==> config.mk <==
export PLATFORM = sky130hd
export DESIGN_NAME = odd_output_channel
export DESIGN_NICKNAME = d
export VERILOG_FILES = /design/src/hw/odd_pkg.sv /design/src/hw/odd_output_channel.sv
export VERILOG_INCLUDE_DIRS = /design/src /design/src/hw
export SDC_FILE = /design/constraint.sdc
export NUM_CORES = 1
export LEC_CHECK = 0
export ABC_AREA = 1
export BUFFER_PORTS_ARGS = -buffer_cell sky130_fd_sc_hd__buf_2
export CORE_ASPECT_RATIO = 0.5
export CORE_MARGIN = 8
export CORE_UTILIZATION = 31
export DETAILED_ROUTE_END_ITERATION = 16
export GPL_TIMING_DRIVEN = 0
export SKIP_CTS_REPAIR_TIMING = 1
export SLEW_MARGIN = 20
export SYNTH_ARGS = -nofsm -noshare
export SYNTH_HDL_FRONTEND = slang
export SYNTH_SLANG_ARGS = --single-unit
==> constraint.sdc <==
create_clock -name clk_i -period 3.7 [get_ports clk_i]
set_input_delay 0.37 -clock clk_i [delete_from_list [all_inputs] [get_ports clk_i]]
set_output_delay 0.37 -clock clk_i [all_outputs]
set_load 0.01 [all_outputs]
==> src/hw/odd_regs.svh <==
`ifndef ODD_REGS_SVH
`define ODD_REGS_SVH

// register byte addresses on the configuration port
`define ODD_ADDR_DRIVER_CONFIG 8'h4e
`define ODD_ADDR_MODE_SELECT 8'h4f
`define ODD_ADDR_DIV_HIGH 8'h50
`define ODD_ADDR_DIV_MID 8'h51
`define ODD_ADDR_DIV_LOW 8'h52
`define ODD_ADDR_PHASE_STRENGTH 8'h53
`define ODD_ADDR_DELAY_SETTING 8'h54
`define ODD_ADDR_SUPPLY_SETTING 8'h55

`define ODD_RESET_VALUE 8'h00

// field positions
`define ODD_DRV_STD_MSB 2
`define ODD_DRV_STD_LSB 0
`define ODD_DIV_TOP_MSB 7
`define ODD_DIV_TOP_LSB 6
`define ODD_FINE_EXT_BIT 4
`define ODD_MODE_MSB 3
`define ODD_MODE_LSB 0
`define ODD_DIV_HIGH_MSB 3
`define ODD_DIV_HIGH_LSB 0
`define ODD_PHASE_MSB 7
`define ODD_PHASE_LSB 6
`define ODD_STRENGTH_MSB 2
`define ODD_STRENGTH_LSB 0
`define ODD_COARSE_MSB 5
`define ODD_COARSE_LSB 0
`define ODD_FINE_MSB 7
`define ODD_FINE_LSB 6
`define ODD_SUPPLY_MSB 4
`define ODD_SUPPLY_LSB 3

// fine delay timing
`define ODD_FINE_STEP_PS 8'd30
`define ODD_FINE_MAX_STEPS 3'd4

`endif

==> src/hw/odd_pkg.sv <==
`default_nettype none
package odd_pkg;

    typedef enum logic [2:0] {
        ODD_DRV_LVDS,
        ODD_DRV_LVPECL_CM,
        ODD_DRV_CML,
        ODD_DRV_HCSL,
        ODD_DRV_LVDS_BOOST,
        ODD_DRV_LVPECL_NOCM,
        ODD_DRV_INVALID
    } odd_driver_standard_e;

    typedef enum logic [1:0] {
        ODD_SUPPLY_1V8,
        ODD_SUPPLY_2V5,
        ODD_SUPPLY_3V3,
        ODD_SUPPLY_INVALID
    } odd_supply_level_e;

    typedef enum logic [2:0] {
        ODD_TERM_EXTERNAL,
        ODD_TERM_PULL_UP,
        ODD_TERM_PULL_DOWN,
        ODD_TERM_CMOS_SINGLE,
        ODD_TERM_INVALID
    } odd_termination_e;

    // one access on the configuration port
    typedef struct packed {
        logic wr;
        logic rd;
        logic [7:0] addr;
        logic [7:0] wdata;
    } odd_reg_req_s;

    // settings handed to the output driver
    typedef struct packed {
        logic [31:0] output_divide_ratio;
        logic [5:0] coarse_delay;
        logic [2:0] fine_delay_steps;
        logic [7:0] fine_delay_ps;
        odd_driver_standard_e driver_standard_select;
        odd_supply_level_e output_supply_level;
        odd_termination_e termination;
        logic positive_leg_cmos;
        logic negative_leg_cmos;
        logic [1:0] phase_select;
        logic [2:0] drive_strength;
        logic config_invalid;
    } odd_driver_cfg_s;

    typedef struct packed {
        logic [7:0] driver_config;
        logic [7:0] mode_select;
        logic [7:0] div_high;
        logic [7:0] div_mid;
        logic [7:0] div_low;
        logic [7:0] phase_strength;
        logic [7:0] delay_setting;
        logic [7:0] supply_setting;
        logic [7:0] rdata;
        logic rvalid;
        odd_driver_cfg_s cfg;
    } odd_state_s;

endpackage : odd_pkg
`default_nettype wire

==> src/hw/odd_output_channel.sv <==
`timescale 1ns/10ps
`default_nettype none
`include "odd_regs.svh"

module odd_output_channel
    import odd_pkg::*;
(
    input wire logic clk_i,
    input wire logic reset_i,
    input wire odd_reg_req_s reg_req_i,
    output logic [7:0] reg_rdata_o,
    output logic reg_rvalid_o,
    output var odd_driver_cfg_s driver_cfg_o
);

    // registers, read answer and decoded setting share one flop image
    odd_state_s state_q;
    odd_state_s state_d;

    function automatic logic [7:0] read_mux(input odd_state_s s,
                                            input logic [7:0] addr);
        logic [7:0] v;
        v = 8'h00;
        case (addr)
            `ODD_ADDR_DRIVER_CONFIG: v = s.driver_config;
            `ODD_ADDR_MODE_SELECT: v = s.mode_select;
            `ODD_ADDR_DIV_HIGH: v = s.div_high;
            `ODD_ADDR_DIV_MID: v = s.div_mid;
            `ODD_ADDR_DIV_LOW: v = s.div_low;
            `ODD_ADDR_PHASE_STRENGTH: v = s.phase_strength;
            `ODD_ADDR_DELAY_SETTING: v = s.delay_setting;
            `ODD_ADDR_SUPPLY_SETTING: v = s.supply_setting;
            default: v = 8'h00;
        endcase
        return v;
    endfunction : read_mux

    // register layout as software sees it:
    //   driver config: 7:6 divide 31:30, 4 fine extension, 2:0 standard
    //   mode select: 3:0 termination and cmos legs
    //   divide high: 3:0 divide 19:16, 7:4 spare
    //   divide mid and low: divide 15:8 and 7:0
    //   phase and strength: 7:6 cmos phase, 2:0 drive strength
    //   delay setting: 7:6 fine code, 5:0 coarse periods
    //   supply setting: 4:3 supply level
    function automatic logic [31:0] decode_ratio(input odd_state_s s);
        logic [31:0] r;
        r = '0;
        r[31:30] = s.driver_config[`ODD_DIV_TOP_MSB:`ODD_DIV_TOP_LSB];
        r[19:16] = s.div_high[`ODD_DIV_HIGH_MSB:`ODD_DIV_HIGH_LSB];
        r[15:8] = s.div_mid;
        r[7:0] = s.div_low;
        return r;
    endfunction : decode_ratio

    // three-bit fine code: the extension bit sits above the delay pair
    function automatic logic [2:0] fine_code(input odd_state_s s);
        return {s.driver_config[`ODD_FINE_EXT_BIT],
                s.delay_setting[`ODD_FINE_MSB:`ODD_FINE_LSB]};
    endfunction : fine_code

    // codes above four are clamped: the delay line stops at four steps
    function automatic logic [2:0] fine_steps(input logic [2:0] code);
        logic [2:0] n;
        n = code;
        if (code > `ODD_FINE_MAX_STEPS) begin
            n = `ODD_FINE_MAX_STEPS;
        end
        return n;
    endfunction : fine_steps

    // codes six and seven name no standard
    function automatic odd_driver_standard_e decode_standard(
        input logic [2:0] code);
        odd_driver_standard_e e;
        e = ODD_DRV_INVALID;
        if (code <= 3'h5) begin
            e = odd_driver_standard_e'(code);
        end
        return e;
    endfunction : decode_standard

    // code 11 names no level and maps onto the invalid member
    function automatic odd_supply_level_e decode_supply(
        input logic [1:0] code);
        return odd_supply_level_e'(code);
    endfunction : decode_supply

    // whole driver setting; the invalid flag gathers every undefined code
    function automatic odd_driver_cfg_s decode_cfg(input odd_state_s s);
        odd_driver_cfg_s cfg;
        logic [2:0] fine;
        logic [2:0] drv;
        logic [1:0] supply;
        logic [3:0] mode;
        logic mode_bad;
        cfg = '0;
        cfg.output_divide_ratio = decode_ratio(s);
        cfg.coarse_delay =
            s.delay_setting[`ODD_COARSE_MSB:`ODD_COARSE_LSB];

        fine = fine_code(s);
        cfg.fine_delay_steps = fine_steps(fine);
        cfg.fine_delay_ps =
            8'(cfg.fine_delay_steps * `ODD_FINE_STEP_PS);

        drv = s.driver_config[`ODD_DRV_STD_MSB:`ODD_DRV_STD_LSB];
        cfg.driver_standard_select = decode_standard(drv);

        supply = s.supply_setting[`ODD_SUPPLY_MSB:`ODD_SUPPLY_LSB];
        cfg.output_supply_level = decode_supply(supply);

        mode = s.mode_select[`ODD_MODE_MSB:`ODD_MODE_LSB];
        mode_bad = 1'b0;
        case (mode)
            4'h0: begin
                cfg.termination = ODD_TERM_EXTERNAL;
            end
            4'h2: begin
                cfg.termination = ODD_TERM_PULL_UP;
            end
            4'h1: begin
                cfg.termination = ODD_TERM_PULL_DOWN;
            end
            4'h4: begin
                cfg.termination = ODD_TERM_CMOS_SINGLE;
                cfg.positive_leg_cmos = 1'b1;
            end
            4'h8: begin
                cfg.termination = ODD_TERM_CMOS_SINGLE;
                cfg.negative_leg_cmos = 1'b1;
            end
            4'hc: begin
                cfg.termination = ODD_TERM_CMOS_SINGLE;
                cfg.positive_leg_cmos = 1'b1;
                cfg.negative_leg_cmos = 1'b1;
            end
            // any other pattern leaves both legs off and flags the setting
            default: begin
                cfg.termination = ODD_TERM_INVALID;
                mode_bad = 1'b1;
            end
        endcase

        cfg.phase_select = s.phase_strength[`ODD_PHASE_MSB:`ODD_PHASE_LSB];
        // strength passes as written; all ones is software's choice
        cfg.drive_strength =
            s.phase_strength[`ODD_STRENGTH_MSB:`ODD_STRENGTH_LSB];
        cfg.config_invalid = (drv > 3'h5) | (supply == 2'h3) | mode_bad |
                             (fine > `ODD_FINE_MAX_STEPS);
        return cfg;
    endfunction : decode_cfg

    // one access per cycle; a read beside a write sees the old byte
    always_comb begin
        state_d = state_q;
        state_d.rvalid = reg_req_i.rd;
        if (reg_req_i.rd) begin
            state_d.rdata = read_mux(state_q, reg_req_i.addr);
        end
        // full bytes are kept, spare bits included, so reads echo writes
        if (reg_req_i.wr) begin
            case (reg_req_i.addr)
                `ODD_ADDR_DRIVER_CONFIG: begin
                    state_d.driver_config = reg_req_i.wdata;
                end
                `ODD_ADDR_MODE_SELECT: begin
                    state_d.mode_select = reg_req_i.wdata;
                end
                `ODD_ADDR_DIV_HIGH: begin
                    state_d.div_high = reg_req_i.wdata;
                end
                `ODD_ADDR_DIV_MID: begin
                    state_d.div_mid = reg_req_i.wdata;
                end
                `ODD_ADDR_DIV_LOW: begin
                    state_d.div_low = reg_req_i.wdata;
                end
                `ODD_ADDR_PHASE_STRENGTH: begin
                    state_d.phase_strength = reg_req_i.wdata;
                end
                `ODD_ADDR_DELAY_SETTING: begin
                    state_d.delay_setting = reg_req_i.wdata;
                end
                `ODD_ADDR_SUPPLY_SETTING: begin
                    state_d.supply_setting = reg_req_i.wdata;
                end
                default: begin
                end
            endcase
        end
        // decode the next image so the output flops follow each write
        state_d.cfg = decode_cfg(state_d);
    end

    // all-zero registers decode to an all-zero setting
    always_ff @(posedge clk_i or posedge reset_i) begin
        if (reset_i) begin
            state_q <= '0;
        end else begin
            state_q <= state_d;
        end
    end

    // read data holds until the next read; valid pulses for one cycle
    assign reg_rdata_o = state_q.rdata;
    assign reg_rvalid_o = state_q.rvalid;
    // the driver sees flops, not the decode cone, and still no extra latency
    assign driver_cfg_o = state_q.cfg;

endmodule : odd_output_channel
`default_nettype wire

==> flow_summary.yaml <==
outcome:
  outcome: "completed"
timing:
  rsz0062_at_grt: "false"
  fmaxAchievable_ghz: 0.358
  finalCritPeriodShare: 0.755
  fin_tns_setup_ns: 0
  setup_viol: 0
  finalHoldViolations: 0
  period_needed_ns: 2.79
  slew_viol_final: 0
  skew_ns: 0.00661
  finalWorstSetupSlack_ns: 0.906
layout:
  final_nets: 695
  layout.cells.non_filler: 875
  syn2layout_area_growth_pct: 22.8
  antenna_cells: 0
  fillCellCount: 1563
  drive_gt1_frac: 0.326
critical_path:
  crit_fanout: 10
  cp.required_ns: 3.98
  r2r_end: "driver_cfg_o[20]"
  rrSetupSlack_ns: 1.28
  crit_type: "in -> reg"
  worstPathArrival_ns: 3.07
  start_kind: "primary input"
  endpoint_kind: "flop"
  reg2reg_from: "state_q[134]"
  reg2reg_depth: 10
detailed_routing:
  drc: 0
  ant_nets: 0
  routed_wl_um: 12300
  drt_iter0_drc: 272
  route.vias.total: 3716
  drtPass1Iterations: 5
  wire_per_inst_um: 14.0
  vias_per_cell: 4.25
place:
  gp_congestion: 0.793
  dp.cells: 859
  place_ws_ns: 0.555
  dpl.hpwl_um: 9250
  portBuffers: 82
die:
  coreArea_um2: 15200
  dieWidth_um: 191
  die_h_um: 103
  rows: 32
  initial_core_util: 0.312
  ios: 94
  dieArea_um2: 19700
power_and_ir_drop:
  leakagePower_nw: 3.24
  p_total_mw: 2.38
  peakVddDrop_mv: 0.210
  power.density_nw_per_um2: 409
  power.internal_mw: 1.82
  netSwitchingPower_mw: 0.560
  pwr-share-seq: 0.443
  comb_power_share: 0.115
  p_sw_frac: 0.236
  pwr-share-clk: 0.442
logic_synthesis:
  synth_cell_types: 29
  synth.avg_cell_area_um2: 8.42
  yosysSeqAreaShare: 0.471
  synth_seq_cells: 89
  synth_area_um2: 4730
  syn_inst: 562
  yosysWarnings: 0
clock_network:
  root_buffer: "clkbuf_16"
  cts_max_level: 3
  cts_buffer_depth: 2
  cts_buffers: 9
  cts_tree: "yes"
  clk_pin_slew_ns: 0.06
  clock_sinks: 89
  insertion_delay_ns: 0.34
job:
  cap_viol_max_count: 0
global_route:
  antenna_found_initial: 1
  grt_util_all_layers: 0.126
  grt_pass1_vias: 3510
  grt_overflow: 0
  grt_max_degree: 59
  grt_first_pass_wirelength_um: 19200
hold_path:
  min_path_type: "in -> async"
## kinds of logic after synthesis
kind of cell,Yosys count,share of synthesized area
other,1,0.000793
adders and majority gates,9,0.0286
and+or+nand+nor,262,0.248
AOI/OAI and AO/OA,70,0.0828
xor gates and xnor gates,2,0.00370
buffers and inverters,129,0.166
DFF,89,0.471
## synth_stat cells
| cell | n | share of area |
|---|---|---|
| clkinv_1 | 1 | 0.00079 |
| nand3_1 | 38 | 0.040 |
| nand4_1 | 6 | 0.0079 |
| o21ai_0 | 48 | 0.051 |
| xnor2_1 | 1 | 0.0019 |
| clkbuf_1 | 3 | 0.0024 |
| nand3_4 | 1 | 0.0037 |
| nor2_8 | 2 | 0.0085 |
| buf_2 | 9 | 0.0095 |
| inv_1 | 37 | 0.029 |
| o21ai_1 | 7 | 0.0074 |
| o21ai_2 | 11 | 0.020 |
| fa_1 | 3 | 0.013 |
| a21oi_1 | 4 | 0.0042 |
| dfrtp_1 | 89 | 0.47 |
| inv_2 | 3 | 0.0024 |
| nor2_2 | 4 | 0.0053 |
| buf_6 | 1 | 0.0024 |
| buf_4 | 75 | 0.12 |
| nor2_1 | 24 | 0.019 |
| nand2_4 | 1 | 0.0024 |
| xor2_1 | 1 | 0.0019 |
| and2_1 | 2 | 0.0026 |
| conb_1 | 1 | 0.00079 |
| nor2_4 | 4 | 0.0095 |
| nand2_2 | 8 | 0.011 |
| nand3_2 | 1 | 0.0021 |
| ha_1 | 6 | 0.016 |
| nand2_1 | 171 | 0.14 |
## power by group through the flow
| stage | sequential (mW) | clock, mW | combinational [mW] |
|---|---|---|---|
| global placement | 1.07 | 0 | 0.269 |
| detailed placement | 1.07 | 0 | 0.278 |
| floorplan | 1.06 | 0 | 0.187 |
| finish | 1.05 | 1.05 | 0.274 |
| global route | 1.06 | 1.11 | 0.308 |
| CTS | 1.05 | 1.07 | 0.280 |
## area by class of cell
class                      count  area (um2)  share of cell area
timing repair buffer          83         438              0.0754
clock buffer                  11         243              0.0418
inverter                      41         156              0.0269
tap                          204         255              0.0439
sequential                    89        2230               0.383
clock inverter                 5         103              0.0177
buffer                        88         631               0.109
multi-input combinational    354        1760               0.302
## flip-flops by register name (all words and copies together), names as in the netlist
register and cells:
driver_cfg_o 34, reg_rvalid_o 1, state_q 46, reg_rdata_o 8
## how the worst max path moves through the flow
stage,cells after the start,to,from,slack (ns)
final,14,driver_cfg_o[20],reg_req_i[15],0.91
after global routing,14,driver_cfg_o[20],reg_req_i[15],0.69
after CTS,14,driver_cfg_o[20],reg_req_i[15],0.90
after detailed placement,14,driver_cfg_o[20],reg_req_i[15],0.56
after global placement,2,reg_rvalid_o,reset_i,-0.07
after floorplan,13,driver_cfg_o[20],reg_req_i[15],0.96
## placed cells by master (no fill, tap or decap)
master,Yosys,layout
nand2_1,171,171
clkbuf_1,3,4
clkbuf_16,0,9
buf_6,1,1
o21ai_2,11,11
and2_1,2,2
a21oi_1,4,4
ha_1,6,6
clkinv_2,0,1
buf_4,75,75
nand4_1,6,6
nand3_2,1,1
o21ai_1,7,7
clkinvlp_4,0,1
xnor2_1,1,1
inv_2,3,3
clkbuf_8,0,1
buf_2,9,91
nand2_4,1,1
nor2_4,4,4
bufinv_16,0,3
fa_1,3,3
nor2_2,4,4
xor2_1,1,1
nand3_1,38,38
conb_1,1,11
nor2_8,2,2
inv_1,37,36
nor2_1,24,24
o21ai_0,48,48
dfrtp_1,89,89
inv_4,0,1
clkinv_1,1,1
nand3_4,1,1
nand2_2,8,8
buf_16,0,1
## through the flow
step           utilization  area (um2)  hold WS [ns]
6_report             0.383        5810        0.0386
5_1_grt              0.383        5810        0.0697
4_1_cts              0.383        5810        0.0536
3_5_place_dp         0.360        5460         0.415
3_3_place_gp         0.358        5430         0.466
2_1_floorplan            -        4770         0.401
## critical path, cell delays in order
cell     delay, ns
buf_2         0.09
inv_1         0.05
nand2_2       0.08
nor2_1        0.14
buf_4         0.19
nand3_1       0.20
o21ai_1       0.25
inv_2         0.12
nor2_2        0.28
fa_1          0.52
ha_1          0.24
inv_1         0.07
fa_1          0.40
inv_1         0.06
## per-layer routing
layer / global-route usage / vias to the layer above / part of all wire
li1: - / 1905 / -
met1: 0.171 / 1717 / 0.49
met2: 0.199 / 83 / 0.45
met3: 0.0348 / 9 / 0.047
met4: 0.0278 / 2 / 0.0068
met5: 0 / - / 0.00082
(Power assumes the default switching activity.)
